### src/common/tone_monitor_regs.vh
// Behaviour
// - tone detection runs only while enabled
// - low-pass filter removes small tones from receive
// - overload flag sets above 1.1 V peak
// - tone flag sets on supply sag
// - tone flag selects 800 ohm dc termination
// - dc termination restores over about one second
// - both flags sticky until host writes zero
// - line stays off-hook during tone events
// - monitor enable alone selects higher-current converter
// - mode plus enable selects lower-power converter
// - gain field attenuates lower-power converter input
// - monitor samples ring inputs, sends over link
// - ring flags follow positive and negative thresholds
`ifndef TONE_MONITOR_REGS_VH
`define TONE_MONITOR_REGS_VH

// register offsets
`define ADDR_CTRL       8'h00
`define ADDR_STATUS     8'h04
`define ADDR_SAMPLE     8'h08
`define ADDR_RXDATA     8'h0C

// control register fields
`define CTRL_TDE        0
`define CTRL_LME        1
`define CTRL_MODE       2
`define CTRL_RCR        3
`define CTRL_FWE        4
`define CTRL_OFFHOOK    5
`define CTRL_GAIN_LO    8
`define CTRL_GAIN_HI    10
`define CTRL_RESET      32'h0000_0000

// status register fields
`define STAT_ROV        0
`define STAT_BTD        1
`define STAT_OVL        2
`define STAT_RPOS       3
`define STAT_RNEG       4
`define STAT_DC800      5
`define STAT_SETTLE     6
`define STAT_MON_HI     7
`define STAT_MON_LO     8

// attenuation coefficients, q1.15
`define ATT_0DB         16'h7FFF
`define ATT_1DB         16'h7215
`define ATT_2P2DB       16'h635B
`define ATT_3P5DB       16'h558C
`define ATT_5DB         16'h47FA

// timing
`define CLK_KHZ         250000
`define RESTORE_MS      1000
`define LPF_SHIFT       3

`endif

### src/logic/sample_serializer.v
`timescale 1ns/1ps
`default_nettype none
module sample_serializer #(
  parameter WIDTH = 16
) (
  input  wire             clk_i,
  input  wire             rstn_i,
  input  wire             bit_en_i,
  input  wire             load_i,
  input  wire [WIDTH-1:0] word_i,
  output wire             busy_o,
  output reg              serial_sample_out_o,
  output reg              frame_o
);

  localparam CW = $clog2(WIDTH + 1);
  // bit count of a full word, sized to the down counter
  localparam [CW-1:0] WIDTH_C = WIDTH;

  reg [WIDTH-1:0] shift_q;
  reg [CW-1:0]    left_q;

  assign busy_o = (left_q != {CW{1'b0}});

  // msb-first shifter; frame marks the first bit of each word
  always @(posedge clk_i or negedge rstn_i) begin
    if (!rstn_i) begin
      shift_q             <= {WIDTH{1'b0}};
      left_q              <= {CW{1'b0}};
      serial_sample_out_o <= 1'b0;
      frame_o             <= 1'b0;
    end else if (load_i && !busy_o) begin
      shift_q <= word_i;
      left_q  <= WIDTH_C;
    end else if (bit_en_i && busy_o) begin
      serial_sample_out_o <= shift_q[WIDTH-1];
      frame_o             <= (left_q == WIDTH_C);
      shift_q             <= {shift_q[WIDTH-2:0], 1'b0};
      left_q              <= left_q - {{(CW-1){1'b0}}, 1'b1};
    end else if (bit_en_i) begin
      serial_sample_out_o <= 1'b0;
      frame_o             <= 1'b0;
    end
  end

endmodule // sample_serializer
`default_nettype wire

### src/logic/tone_monitor.v
`timescale 1ns/1ps
`default_nettype none
`include "tone_monitor_regs.vh"
module tone_monitor #(
  parameter        SW             = 16,
  parameter [15:0] OVL_LEVEL      = 16'h4000,  // code of 1.1 V peak on the line
  parameter [15:0] RING_THRESH    = 16'h1000,  // ring threshold code
  parameter [31:0] RESTORE_CYCLES = `RESTORE_MS * `CLK_KHZ,
  parameter [7:0]  LINK_DIV       = 8'h04
) (
  input  wire          clk_i,
  input  wire          rstn_i,
  input  wire [7:0]    addr_i,
  input  wire [31:0]   wdata_i,
  input  wire          we_i,
  input  wire          re_i,
  output reg  [31:0]   rdata_o,
  input  wire          line_valid_i,
  input  wire [SW-1:0] line_sample_i,
  input  wire          supply_low_i,
  input  wire          ring_valid_i,
  input  wire [SW-1:0] ring_sense_a_i,
  input  wire [SW-1:0] ring_sense_b_i,
  output reg  [SW-1:0] rx_data_o,
  output reg           rx_valid_o,
  output wire          off_hook_o,
  output wire          dc_800ohm_o,
  output wire          dc_settling_o,
  output wire          mon_hi_en_o,
  output wire          mon_lo_en_o,
  output wire          ring_coupling_reset_o,
  output wire          fullwave_ring_enable_o,
  output wire          serial_sample_out_o,
  output wire          serial_frame_o
);

  reg  [31:0]   ctrl_q;
  reg           rov_q;
  reg           btd_q;
  reg           ovl_q;
  reg           rpos_q;
  reg           rneg_q;
  reg  [31:0]   settle_q;
  reg           tde_prev_q;
  reg  [SW-1:0] lpf_q;
  reg  [SW-1:0] mon_q;
  reg           mon_load_q;
  reg  [7:0]    div_q;
  reg           bit_en_q;
  reg  [31:0]   rd_d;
  wire          ser_busy;

  wire          tde        = ctrl_q[`CTRL_TDE];
  wire          lme        = ctrl_q[`CTRL_LME];
  wire          mode       = ctrl_q[`CTRL_MODE];
  wire [2:0]    gain       = ctrl_q[`CTRL_GAIN_HI:`CTRL_GAIN_LO];
  wire          wr_ctrl    = we_i && (addr_i == `ADDR_CTRL);
  wire          wr_stat    = we_i && (addr_i == `ADDR_STATUS);

  // absolute value of a two's complement sample
  function [SW-1:0] mag;
    input [SW-1:0] v;
    begin
      mag = v[SW-1] ? (~v + {{(SW-1){1'b0}}, 1'b1}) : v;
    end
  endfunction

  // attenuation coefficient for the low-power converter input
  function [15:0] att_coef;
    input [2:0] g;
    begin
      case (g)
        3'h0:    att_coef = `ATT_0DB;
        3'h1:    att_coef = `ATT_1DB;
        3'h2:    att_coef = `ATT_2P2DB;
        3'h3:    att_coef = `ATT_3P5DB;
        default: att_coef = `ATT_5DB;
      endcase
    end
  endfunction

  // ring voltage across the two sense inputs
  wire [SW-1:0] ring_diff = ring_sense_a_i - ring_sense_b_i;
  wire          ring_hi   = !ring_diff[SW-1] && (ring_diff > RING_THRESH);
  wire          ring_lo   = ring_diff[SW-1] && (mag(ring_diff) > RING_THRESH);

  // large-signal conditions, only looked at with detection enabled
  wire          ovl_now   = tde && line_valid_i && (mag(line_sample_i) > OVL_LEVEL);
  wire          btd_now   = tde && supply_low_i;

  // low-power path: scaled by the gain field
  wire signed [SW+15:0] att_prod = $signed(ring_diff) * $signed({1'b0, att_coef(gain)});
  wire [SW-1:0]         att_smp  = att_prod[SW+14:15];

  // filter step kept signed so the shift extends the sign
  wire signed [SW-1:0]  lpf_step = $signed(line_sample_i - lpf_q) >>> `LPF_SHIFT;

  // control register
  always @(posedge clk_i or negedge rstn_i) begin
    if (!rstn_i) begin
      ctrl_q <= `CTRL_RESET;
    end else if (wr_ctrl) begin
      ctrl_q <= wdata_i;
    end
  end

  // sticky flags: hardware set wins over a host write of zero
  always @(posedge clk_i or negedge rstn_i) begin
    if (!rstn_i) begin
      rov_q <= 1'b0;
      btd_q <= 1'b0;
    end else begin
      if (ovl_now) begin
        rov_q <= 1'b1;
      end else if (wr_stat && !wdata_i[`STAT_ROV]) begin
        rov_q <= 1'b0;
      end
      if (btd_now) begin
        btd_q <= 1'b1;
      end else if (wr_stat && !wdata_i[`STAT_BTD]) begin
        btd_q <= 1'b0;
      end
    end
  end

  // live overload follows each sample
  always @(posedge clk_i or negedge rstn_i) begin
    if (!rstn_i) begin
      ovl_q <= 1'b0;
    end else if (!tde) begin
      ovl_q <= 1'b0;
    end else if (line_valid_i) begin
      ovl_q <= ovl_now;
    end
  end

  // ring comparators, updated on every ring sample
  always @(posedge clk_i or negedge rstn_i) begin
    if (!rstn_i) begin
      rpos_q <= 1'b0;
      rneg_q <= 1'b0;
    end else if (ring_valid_i) begin
      rpos_q <= ring_hi;
      rneg_q <= ring_lo;
    end
  end

  // settle timer runs after tone detection is switched off
  always @(posedge clk_i or negedge rstn_i) begin
    if (!rstn_i) begin
      tde_prev_q <= 1'b0;
      settle_q   <= 32'h0000_0000;
    end else begin
      tde_prev_q <= tde;
      if (tde) begin
        settle_q <= 32'h0000_0000;
      end else if (tde_prev_q) begin
        settle_q <= RESTORE_CYCLES;
      end else if (settle_q != 32'h0000_0000) begin
        settle_q <= settle_q - 32'h0000_0001;
      end
    end
  end

  // termination and hook outputs
  assign dc_800ohm_o   = tde && btd_q;
  assign dc_settling_o = (settle_q != 32'h0000_0000);
  assign off_hook_o    = ctrl_q[`CTRL_OFFHOOK];

  // converter selection
  assign mon_hi_en_o = lme && !mode;
  assign mon_lo_en_o = lme && mode;
  assign ring_coupling_reset_o  = ctrl_q[`CTRL_RCR];
  assign fullwave_ring_enable_o = ctrl_q[`CTRL_FWE];

  // receive low-pass filter keeps small tones out of the data
  always @(posedge clk_i or negedge rstn_i) begin
    if (!rstn_i) begin
      lpf_q      <= {SW{1'b0}};
      rx_data_o  <= {SW{1'b0}};
      rx_valid_o <= 1'b0;
    end else begin
      rx_valid_o <= line_valid_i;
      if (line_valid_i) begin
        lpf_q     <= lpf_q + lpf_step;
        rx_data_o <= lpf_q;
      end
    end
  end

  // monitor sample capture while on-hook monitoring is active
  always @(posedge clk_i or negedge rstn_i) begin
    if (!rstn_i) begin
      mon_q      <= {SW{1'b0}};
      mon_load_q <= 1'b0;
    end else begin
      mon_load_q <= 1'b0;
      if (ring_valid_i && lme) begin
        mon_q      <= mode ? att_smp : ring_diff;
        mon_load_q <= 1'b1;
      end
    end
  end

  // link bit-rate divider
  always @(posedge clk_i or negedge rstn_i) begin
    if (!rstn_i) begin
      div_q    <= 8'h00;
      bit_en_q <= 1'b0;
    end else begin
      bit_en_q <= (div_q == 8'h00);
      div_q    <= (div_q == 8'h00) ? (LINK_DIV - 8'h01) : (div_q - 8'h01);
    end
  end

  // samples go out bit-serially; one arriving while busy is dropped
  sample_serializer #(
    .WIDTH (SW)
  ) u_ser (
    .clk_i               (clk_i),
    .rstn_i              (rstn_i),
    .bit_en_i            (bit_en_q),
    .load_i              (mon_load_q),
    .word_i              (mon_q),
    .busy_o              (ser_busy),
    .serial_sample_out_o (serial_sample_out_o),
    .frame_o             (serial_frame_o)
  );

  // read decode
  always @* begin
    rd_d = 32'h0000_0000;
    case (addr_i)
      `ADDR_CTRL: begin
        rd_d = ctrl_q;
      end
      `ADDR_STATUS: begin
        rd_d[`STAT_ROV]    = rov_q;
        rd_d[`STAT_BTD]    = btd_q;
        rd_d[`STAT_OVL]    = ovl_q;
        rd_d[`STAT_RPOS]   = rpos_q;
        rd_d[`STAT_RNEG]   = rneg_q;
        rd_d[`STAT_DC800]  = dc_800ohm_o;
        rd_d[`STAT_SETTLE] = dc_settling_o;
        rd_d[`STAT_MON_HI] = mon_hi_en_o;
        rd_d[`STAT_MON_LO] = mon_lo_en_o;
      end
      `ADDR_SAMPLE: begin
        rd_d[SW-1:0] = mon_q;
      end
      `ADDR_RXDATA: begin
        rd_d[SW-1:0] = rx_data_o;
      end
      default: begin
        rd_d = 32'h0000_0000;
      end
    endcase
  end

  // read data stands for the single cycle after the strobe
  always @(posedge clk_i or negedge rstn_i) begin
    if (!rstn_i) begin
      rdata_o <= 32'h0000_0000;
    end else if (re_i) begin
      rdata_o <= rd_d;
    end else begin
      rdata_o <= 32'h0000_0000;
    end
  end

endmodule // tone_monitor
`default_nettype wire

### config.mk
export PLATFORM = sky130hd
export DESIGN_NAME = tone_monitor
export DESIGN_NICKNAME = d
export VERILOG_FILES = /design/src/logic/sample_serializer.v /design/src/logic/tone_monitor.v
export VERILOG_INCLUDE_DIRS = /design/src /design/src/common
export SDC_FILE = /design/constraint.sdc
export NUM_CORES = 1
export LEC_CHECK = 0
export BUFFER_PORTS_ARGS = -buffer_cell sky130_fd_sc_hd__buf_2
export CAP_MARGIN = 15
export CORE_AREA = 2 2 198 200
export DETAILED_ROUTE_END_ITERATION = 8
export DIE_AREA = 0 0 200 202
export PLACE_DENSITY = 0.67
export SYNTH_ARGS = -nofsm -noshare
export SYNTH_HDL_FRONTEND = slang
export SYNTH_SLANG_ARGS = --single-unit
### constraint.sdc
create_clock -name clk_i -period 16.55 [get_ports clk_i]
set_clock_uncertainty 0.2 [all_clocks]
set_input_delay 1.655 -clock clk_i [delete_from_list [all_inputs] [get_ports clk_i]]
set_output_delay 1.655 -clock clk_i [all_outputs]
set_load 0.03 [all_outputs]
# --- After elaboration in Yosys (flattened, before gate mapping) ---
# Cells that the tools add are included.
# W data, S select, Z words.
totals:
  reg_bits: 184
  latch_bits: 0
  ram_bits: 0
  rom_bits: 0
  input_bits: 95
  wordCells: 100
  mem_count: 0
op_classes:
  n_addsub: 8
  multipliers: 1
  div_mod_pow: 0
  order_cmp: 3
  eq_ne: 8
  n_shift: 0
  mux: 26
  bitwise_logic: 3
  reduce_logical: 31
op_table:
  columns: ["cell", "n"]
  rows:
  - ["$mux W32", 4]
  - ["$mux W16", 6]
  - ["$pmux W14 S4", 1]
  - ["$pmux W9 S4", 1]
  - ["$add A16 B1 Y16 const B", 2]
  - ["$gt A16 B13 Y1 const B", 2]
  - ["$not A16 Y16", 2]
  - ["$reduce_bool A32 Y1", 1]
  - ["$sub A16 B16 Y16", 2]
  - ["$sub A32 B1 Y32 const B", 1]
  - ["$mul A16 B16 Y31", 1]
  - ["$pmux W7 S3", 1]
  - ["$add A16 B16 Y16", 1]
  - ["$eq A8 B4 Y1 const B", 2]
  - ["$gt A16 B15 Y1 const B", 1]
  - ["$logic_not A8 Y1", 2]
  - ["$logic_and A1 B1 Y1", 15]
  - ["$mux W1", 10]
  - ["$mux W5", 2]
  - ["$eq A8 B3 Y1 const B", 1]
  - ["$mux W8", 1]
  - ["$reduce_bool A2 Y1", 4]
  - ["$sub A8 B1 Y8 const B", 1]
  - ["$eq A3 B2 Y1 const B", 2]
  - ["other kinds (10)", 14]

# --- Depth between registers and ports, before layout ---
# Gate-level depths: netlist of run 1.
depth:
  ltp_word: 7
  depth_mapped: 35

# --- Hierarchy ---
# A second synthesis of run 1 with hierarchy kept.
unflattened:
  hier_cells: 1958
  area_unflattened_um2: 18720.5
modules_own_cells:
  columns: ["module", "n_inst", "cells_per_inst", "area_per_inst_um2", "seq_area_each_um2"]
  rows:
  - ["tone_monitor", 1, 1866, 17599.4, 4028.9]
  - ["sample_serializer", 1, 92, 1121.1, 575.6]

# --- Least setup slack after synthesis of run 1 ---
# OpenSTA, ideal clock, no wires.
synth_timing:
  path_kind: "input to register"
  from: "in ring_sense_a_i[0]"
  to: "reg mon_q[15]"
  t_arrival_ns: 9.462
  required_ns: 16.222
  setup_slack_ns: 6.760
  cell_stages: 33
  path_buffers: 0
  path_cell_list: "inv_1 ha_1 inv_1 fa_1 a211oi_2 o21ai_1 o2111ai_1 a31oi_1 a21o_1 a21oi_1 xor2_1 clkinv_1 nand2_1 inv_1 fa_1 fa_1 fa_1 fa_1 fa_1 inv_1 fa_1 inv_1 ha_1 a21o_1 a21oi_1 nand3_1 o311a_1 a31oi_1 o211ai_1 a2111o_1 o211ai_1 mux2i_1 nand3_1"
synth_between:
  elab_chain_cells: 3
synth_rtl:
  columns: ["item", "line", "source"]
  rows:
  - ["start: declaration", "tone_monitor.v:22", "input wire [SW-1:0] ring_sense_a_i,"]
  - ["$sub A16 B16 Y16 *", "tone_monitor.v:83", "wire [SW-1:0] ring_diff = ring_sense_a_i - ring_sense_b_i;"]
  - ["$mul A16 B16 Y31", "tone_monitor.v:92", "wire signed [SW+15:0] att_prod = $signed(ring_diff) * $signed({1'b0, att_coef(gain)});"]
  - ["$mux W16 *", "tone_monitor.v:199", "mon_q <= mode ? att_smp : ring_diff;"]
  - ["end signal: assignment", "tone_monitor.v:194", "mon_q <= {SW{1'b0}};"]
  - ["end signal: assignment", "tone_monitor.v:199", null]
  - ["end: declaration", "tone_monitor.v:46", "reg [SW-1:0] mon_q;"]
# Mark *: on every way between the ends. The rest lies on a longest branch, timed or not.
# A chain may end at the register's enable or synchronous reset.

# --- Worst setup path after layout of run 1 ---
# Ends and elaborated chain as after synthesis.

==> results of run 1 <==
==> cell usage after synthesis (31+ instances only) <==
master / count / area (um^2)
a21oi_1: 67 / 335
a31oi_1: 38 / 238
clkbuf_1: 47 / 176
dfrtp_1: 184 / 4600
fa_1: 224 / 4480
ha_1: 137 / 1710
inv_1: 363 / 1360
mux2_2: 49 / 552
nand2_1: 174 / 653
nand3_1: 31 / 155
nor2_1: 185 / 694
o21ai_0: 53 / 265
xnor2_1: 69 / 604
xor2_1: 36 / 315
==> flip-flops by register name, indices dropped and copies added, names as in the netlist <==
name and count:
btd_q 1, rneg_q 1, lpf_q 16, rpos_q 1
div_q 8, rdata_o 32, u_ser.shift_q 16, rov_q 1
u_ser.frame_o 1, mon_load_q 1, rx_valid_o 1, u_ser.left_q 5
settle_q 32, tde_prev_q 1, ovl_q 1, bit_en_q 1
ctrl_q 32, mon_q 16, rx_data_o 16, u_ser.serial_sample_out_o 1
==> stage by stage <==
| stage | setup slack [ns] | hold slack [ns] | util |
|---|---|---|---|
| floorplan | 6.76 | 0.165 | - |
| global placement | 5.96 | 0.258 | 0.518 |
| global route | 5.58 | 0.295 | 0.534 |
| CTS | 6.18 | 0.270 | 0.534 |
| detailed placement | 5.73 | 0.257 | 0.518 |
| finish | 6.15 | 0.269 | 0.534 |
==> worst max-delay path, delay by kind of cell <==
family	cells	cell delay, ns
fa+ha+maj	9	3.95
mux	1	0.22
buf+inv	7	0.80
xor+xnor	1	0.48
simple gates	3	0.44
compound gates	13	2.98
==> routing by layer <==
metal	up-vias	track usage	part of all wire
li1	6533	-	-
met1	6830	0.337	0.44
met2	497	0.400	0.47
met3	76	0.0392	0.069
met4	0	0.0698	0.025
met5	-	0	0
==> final cells by class <==
class	count	area [um^2]
repair buffers	166	872
multi-input cells	1342	12300
clock buffers	20	447
clock inverters	12	163
inverters	373	1400
well taps	518	648
flip-flops and latches	184	4600
fillers	3458	17800
diodes	1	2.50
==> cell families (layout without fill, tap and decap cells) <==
group                    count (synthesis)  in the layout  synth area share
AO/OA/AOI/OAI                          253            253            0.0865
multiplexers                            71             71            0.0458
XOR/XNOR                               113            113            0.0579
AND/OR/NAND/NOR                        543            543             0.139
other                                    0              1                 0
adder cells (fa/ha/maj)                362            362             0.335
buffers and inverters                  427            571            0.0867
flip-flops                             184            184             0.249
==> worst max path at each step <==
stage / start / end / slack, ns
final: ring_sense_a_i[0] / mon_q[15]$_DFFE_PN0P_ / 6.15
after CTS: ring_sense_a_i[0] / mon_q[15]$_DFFE_PN0P_ / 6.18
after global routing: ring_sense_a_i[0] / mon_q[15]$_DFFE_PN0P_ / 5.58
after global placement: ring_sense_a_i[0] / mon_q[15]$_DFFE_PN0P_ / 5.96
after floorplan: ring_sense_a_i[0] / mon_q[15]$_DFFE_PN0P_ / 6.76
after detailed placement: ring_sense_a_i[0] / mon_q[15]$_DFFE_PN0P_ / 5.73
==> results by group, run 1 <==
STA
  – Measured slew at the worst slew-check pin: 1.09 ns
  – Setup TNS Final: 0 ns
  – Fin. Hold Viols: 0
  – Final setup violation count: 0
  – Peak Freq: ~0.096 GHz
  – RSZ-0062 raised after global routing: false
  – Minimum clock period: 10.40 ns
  – Slew Limit Fails: 0
  – Rel. slew slack: 0.269
  – Fin crit share: 0.629

Synthesis
  – Yosys Warn Count: 0
  – Mapped Avg Cell Area: between 9 and 10 um^2
  – Syn Nets: around 2400
  – Top FF cell, synth: dfrtp_1
  – Count of different cell masters after synthesis: 81
  – EDFF count, synth: 0
  – Synth Instances: between 1500 and 2000
  – Post-Synthesis Cell Area: 0.0185 mm^2
  – Yosys reg bits: 184
  – Synth async-reset ratio: 1.00
  – Seq/Total Area, Yosys: 0.249

Routing
  – Vias: 13900
  – Final ANT Viol Nets: 0
  – Total wire length: 47.4 mm
  – Via density: ~5.3
  – DR pass1 iterations: 5
  – Wirelength per Cell: 18.1 um
  – Initial DRC count: 901
  – DRC viols: 0

Placed design
  – Placed cell area: 0.0198 mm^2
  – Final GP Congestion: 1.00
  – Port Buffer Count: about 150
  – Post-DP HPWL: 38.7 mm
  – Placed cell count: 2582

Die
  – # IOs: between 150 and 200
  – # rows: 72
  – Initial Util: 0.484
  – Die ar.: 0.0404 mm^2
  – Core area: 0.0383 mm^2
  – Die Span Y: 202 um
  – Die width: 200 um

Global routing
  – Gr usage total: 0.245
  – Total grt overflow: 0
  – Number of global-route vias before repair: 14300
  – Antenna violations before repair: 1
  – Pin count of the biggest net entering global routing: 127
  – First-pass GRT wire length: 76.5 mm

Layout
  – Layout area overhead: 10.4%
  – NumNets Final: 2540
  – Finished Cell Area: 0.0205 mm^2
  – Most common cell after layout, fill and taps aside: inv_1
  – Share of cells above drive strength 1: 0.142
  – Commonest cells after routing, fill and taps aside: inv_1 (363), fa_1 (224), nor2_1 (185)
  – Layout Cells excl Fill: 2616

Setup path
  – CP Launch Type: input port
  – CP peak stage delay: 0.55 ns
  – Worst setup path class: input port to flop
  – Crit path required time: 16.67 ns
  – Worst R2R End: mon_q[15]$_DFFE_PN0P_
  – CP arrival: 10.53 ns
  – Most frequent CP cell: fa_1
  – Worst R2R Path Depth: 28
  – Slowest CP cell: fa_1
  – Crit path max fanout: 8
  – Crit. End Element: flop
  – R2R Setup Slk: between 7 and 8 ns
  – R2r startpoint: ctrl_q[8]$_DFFE_PN0P_

CTS
  – Clock transition at path regs: 0.07 ns
  – Hold_buf cts: 0
  – Htree depth: 4
  – Total CTS buffers: 17
  – PostCTS Resize Cnt: 0
  – CTS tree: built
  – Num Clock Sinks: 184
  – Root Driver: clkbuf_16
  – Post-CTS Setup Inserts: 0
  – Clock buffer depth: 2
  – Worst-skew pair later-pin latency: 0.44 ns

Status
  – Status: complete, no violations

Hold path
  – Hold Path Cell Cnt: 1
  – WHS Endpoint: u_ser.left_q[3]$_DFFE_PN0P_
  – Worst min path class: flop to flop
  – Min-delay src: u_ser.left_q[3]$_DFFE_PN0P_

Flow run
  – Max-cap violation count: 0
Power of run 1 is not shown: default switching activity piles up to over one toggle a cycle in this logic, so the estimate is an artifact.
==> run 2: changes to the inputs <==
==> constraint.sdc (replaced) <==
create_clock -name clk_i -period 10.3 [get_ports clk_i]
set_clock_uncertainty 0.2 [all_clocks]
set_input_delay 1.03 -clock clk_i [delete_from_list [all_inputs] [get_ports clk_i]]
set_output_delay 1.03 -clock clk_i [all_outputs]
set_load 0.03 [all_outputs]
==> run 2 against run 1 <==
Effect of this change: core utilization up 0.29 points; first-iteration DRC count grew 27%; setup slack got worse by 5.1 ns; global-route usage grew 0.068 points; final cell count is 0.54% higher; highest routed layer is now met5; critical path type unchanged; sequential share of layout area shrank 0.12 points.
==> results by group, run 2 (synthesis results as in run 1) <==
Status
  – Status: complete, no violations

CTS
  – PostCTS Resize Cnt: 0 (unchanged)
  – Worst-skew pair later-pin latency: 0.44 ns (about the same)
  – Clock transition at path regs: 0.07 ns (about the same)
  – Clock buffer depth: 2 (unchanged)
  – Post-CTS Setup Inserts: 0 (unchanged)
  – Total CTS buffers: 17 (unchanged)
  – Hold_buf cts: 0 (unchanged)
  – Num Clock Sinks: 184 (unchanged)
  – CTS tree: built
  – Root Driver: clkbuf_16
  – Htree depth: 4 (unchanged)

Die
  – # rows: 72 (unchanged)
  – # IOs: 153 (unchanged)
  – Die width: 200 um (unchanged)
  – Core area: 0.0383 mm^2 (unchanged)
  – Die Span Y: 202 um (unchanged)
  – Die ar.: 0.0404 mm^2 (unchanged)
  – Initial Util: 0.484 (unchanged)

Setup path
  – Worst R2R End: mon_q[15]$_DFFE_PN0P_
  – CP arrival: 9.42 ns (-1.11 ns)
  – Worst setup path class: input port to flop
  – R2r startpoint: ctrl_q[10]$_DFFE_PN0P_
  – Worst R2R Path Depth: 28 (unchanged)
  – CP Launch Type: input port
  – Crit. End Element: flop
  – Most frequent CP cell: fa_1
  – R2R Setup Slk: 2.00 ns (-5.93 ns)
  – CP peak stage delay: 0.64 ns (+0.09 ns)
  – Crit path required time: 10.42 ns (-6.25 ns)
  – Slowest CP cell: fa_1
  – CP Launch Point: ring_sense_b_i[1]
  – Crit path max fanout: 6 (-2)

Global routing
  – GR Layer Usage met1: 0.334 (-0.00294)
  – First-pass GRT wire length: 76.7 mm (+0.30%)
  – Total grt overflow: 0 (unchanged)
  – GR Layer Usage met2: 0.411 (+0.0112)
  – Gr usage total: 0.246 (+0.000675)
  – Number of global-route vias before repair: 14400 (+0.81%)
  – Global route hottest layer: met2
  – Pin count of the biggest net entering global routing: 115 (-9.4%)
  – Antenna violations before repair: 2 (+1)
  – Met3 GRT Util: 0.0405 (+0.00133)

Layout
  – Fill count: 3496 (+1.1%)
  – Most common cell after layout, fill and taps aside: inv_1
  – Layout area overhead: 11.0%
  – Share of cells above drive strength 1: 0.147 (+0.00529)
  – NumNets Final: 2553 (+0.51%)
  – Area occupied by multi-input gates: 0.0123 mm^2 (unchanged)
  – Storage cell area: 0.00460 mm^2 (unchanged)
  – Biggest regs: ctrl_q: 32 flops, rdata_o: 32 flops, settle_q: 32 flops
  – Commonest cells after routing, fill and taps aside: inv_1 (363), fa_1 (224), nor2_1 (185)

Routing
  – DR pass1 iterations: 7 (+2)
  – Initial DRC count: 1143 (+27%)
  – Wirelength per Cell: 18.1 um (about the same)
  – DRC viols: 0 (unchanged)
  – Vias: 14000 (+0.56%)
  – Final ANT Viol Nets: 0 (unchanged)
  – Via density: 5.33 (about the same)
  – Total wire length: 47.7 mm (+0.57%)

Hold path
  – Min-delay src: u_ser.left_q[3]$_DFFE_PN0P_
  – WHS Endpoint: u_ser.left_q[3]$_DFFE_PN0P_
  – Hold Path Cell Cnt: 1 (unchanged)
  – Worst min path class: flop to flop

Flow run
  – Max-cap violation count: 0 (unchanged)

STA
  – Fin crit share: 0.903
  – Rel. slew slack: 0.245 (-0.0239)
  – Setup TNS Final: 0 ns (unchanged)
  – Measured slew at the worst slew-check pin: 1.12 ns (+0.0361 ns)
  – Slew Limit Fails: 0 (unchanged)
  – Fin. Hold Viols: 0 (unchanged)
  – Final setup violation count: 0 (unchanged)
  – Peak Freq: approximately 0.11 GHz
  – Minimum clock period: just over 9 ns
  – RSZ-0062 raised after global routing: false

Placed design
  – Final GP Congestion: 1.01 (+0.16%)
  – Port Buffer Count: 152 (unchanged)
  – Post-DP HPWL: 39.1 mm (+0.84%)
[run 2: cell types whose count changed in the layout (fill, tap and decap cells not counted), moves of 2 or more]
cell	previous run	this run
buf_4	13	25
inv_8	0	4
clkinv_8	2	0
clkinv_4	4	2
[run 2: final cells by class]
class | instances | share of cell area
flip-flops and latches | 184 | 0.224
clock inverters | 13 | 0.00906
inverters | 373 | 0.0682
clock buffers | 19 | 0.0210
multi-input cells | 1342 | 0.599
repair buffers | 179 | 0.0471
diodes | 2 | 0.000243
well taps | 518 | 0.0315
[run 2: per-layer routing]
| layer | vias to the layer above | part of all wire |
|---|---|---|
| met1 | 6904 | 0.44 |
| met4 | 2 | 0.020 |
| li1 | 6570 | - |
| met2 | 475 | 0.48 |
| met3 | 63 | 0.065 |
| met5 | - | 0.00025 |
[run 2: worst max-delay path, delay by kind of cell]
family / cells / cell delay, ns
AO/OA/AOI/OAI: 11 / 2.92
adder cells (fa/ha/maj): 8 / 3.80
buffers and inverters: 5 / 0.35
multiplexers: 1 / 0.21
AND/OR/NAND/NOR: 6 / 1.10
[run 2: how the worst max path moves through the flow]
stage,end,slack (ns)
6_report,mon_q[15]$_DFFE_PN0P_,1.0
5_1_grt,mon_q[15]$_DFFE_PN0P_,0.60
4_1_cts,mon_q[15]$_DFFE_PN0P_,1.02
3_5_place_dp,mon_q[15]$_DFFE_PN0P_,0.58
3_3_place_gp,mon_q[15]$_DFFE_PN0P_,0.80
2_1_floorplan,mon_q[15]$_DFFE_PN0P_,1.14
[run 2: per-stage QoR]
step	hold slack [ns]	utilization	std cells	worst slack, ns	area (um^2)
2_1_floorplan	0.165	-	1953	1.14	18500
5_1_grt	0.299	0.537	2629	0.599	20600
3_3_place_gp	0.258	0.521	2594	0.796	19900
6_report	0.274	0.537	2630	0.996	20600
4_1_cts	0.271	0.537	2627	1.02	20600
3_5_place_dp	0.261	0.521	2595	0.576	19900
Power of run 2 is left out for the same reason.
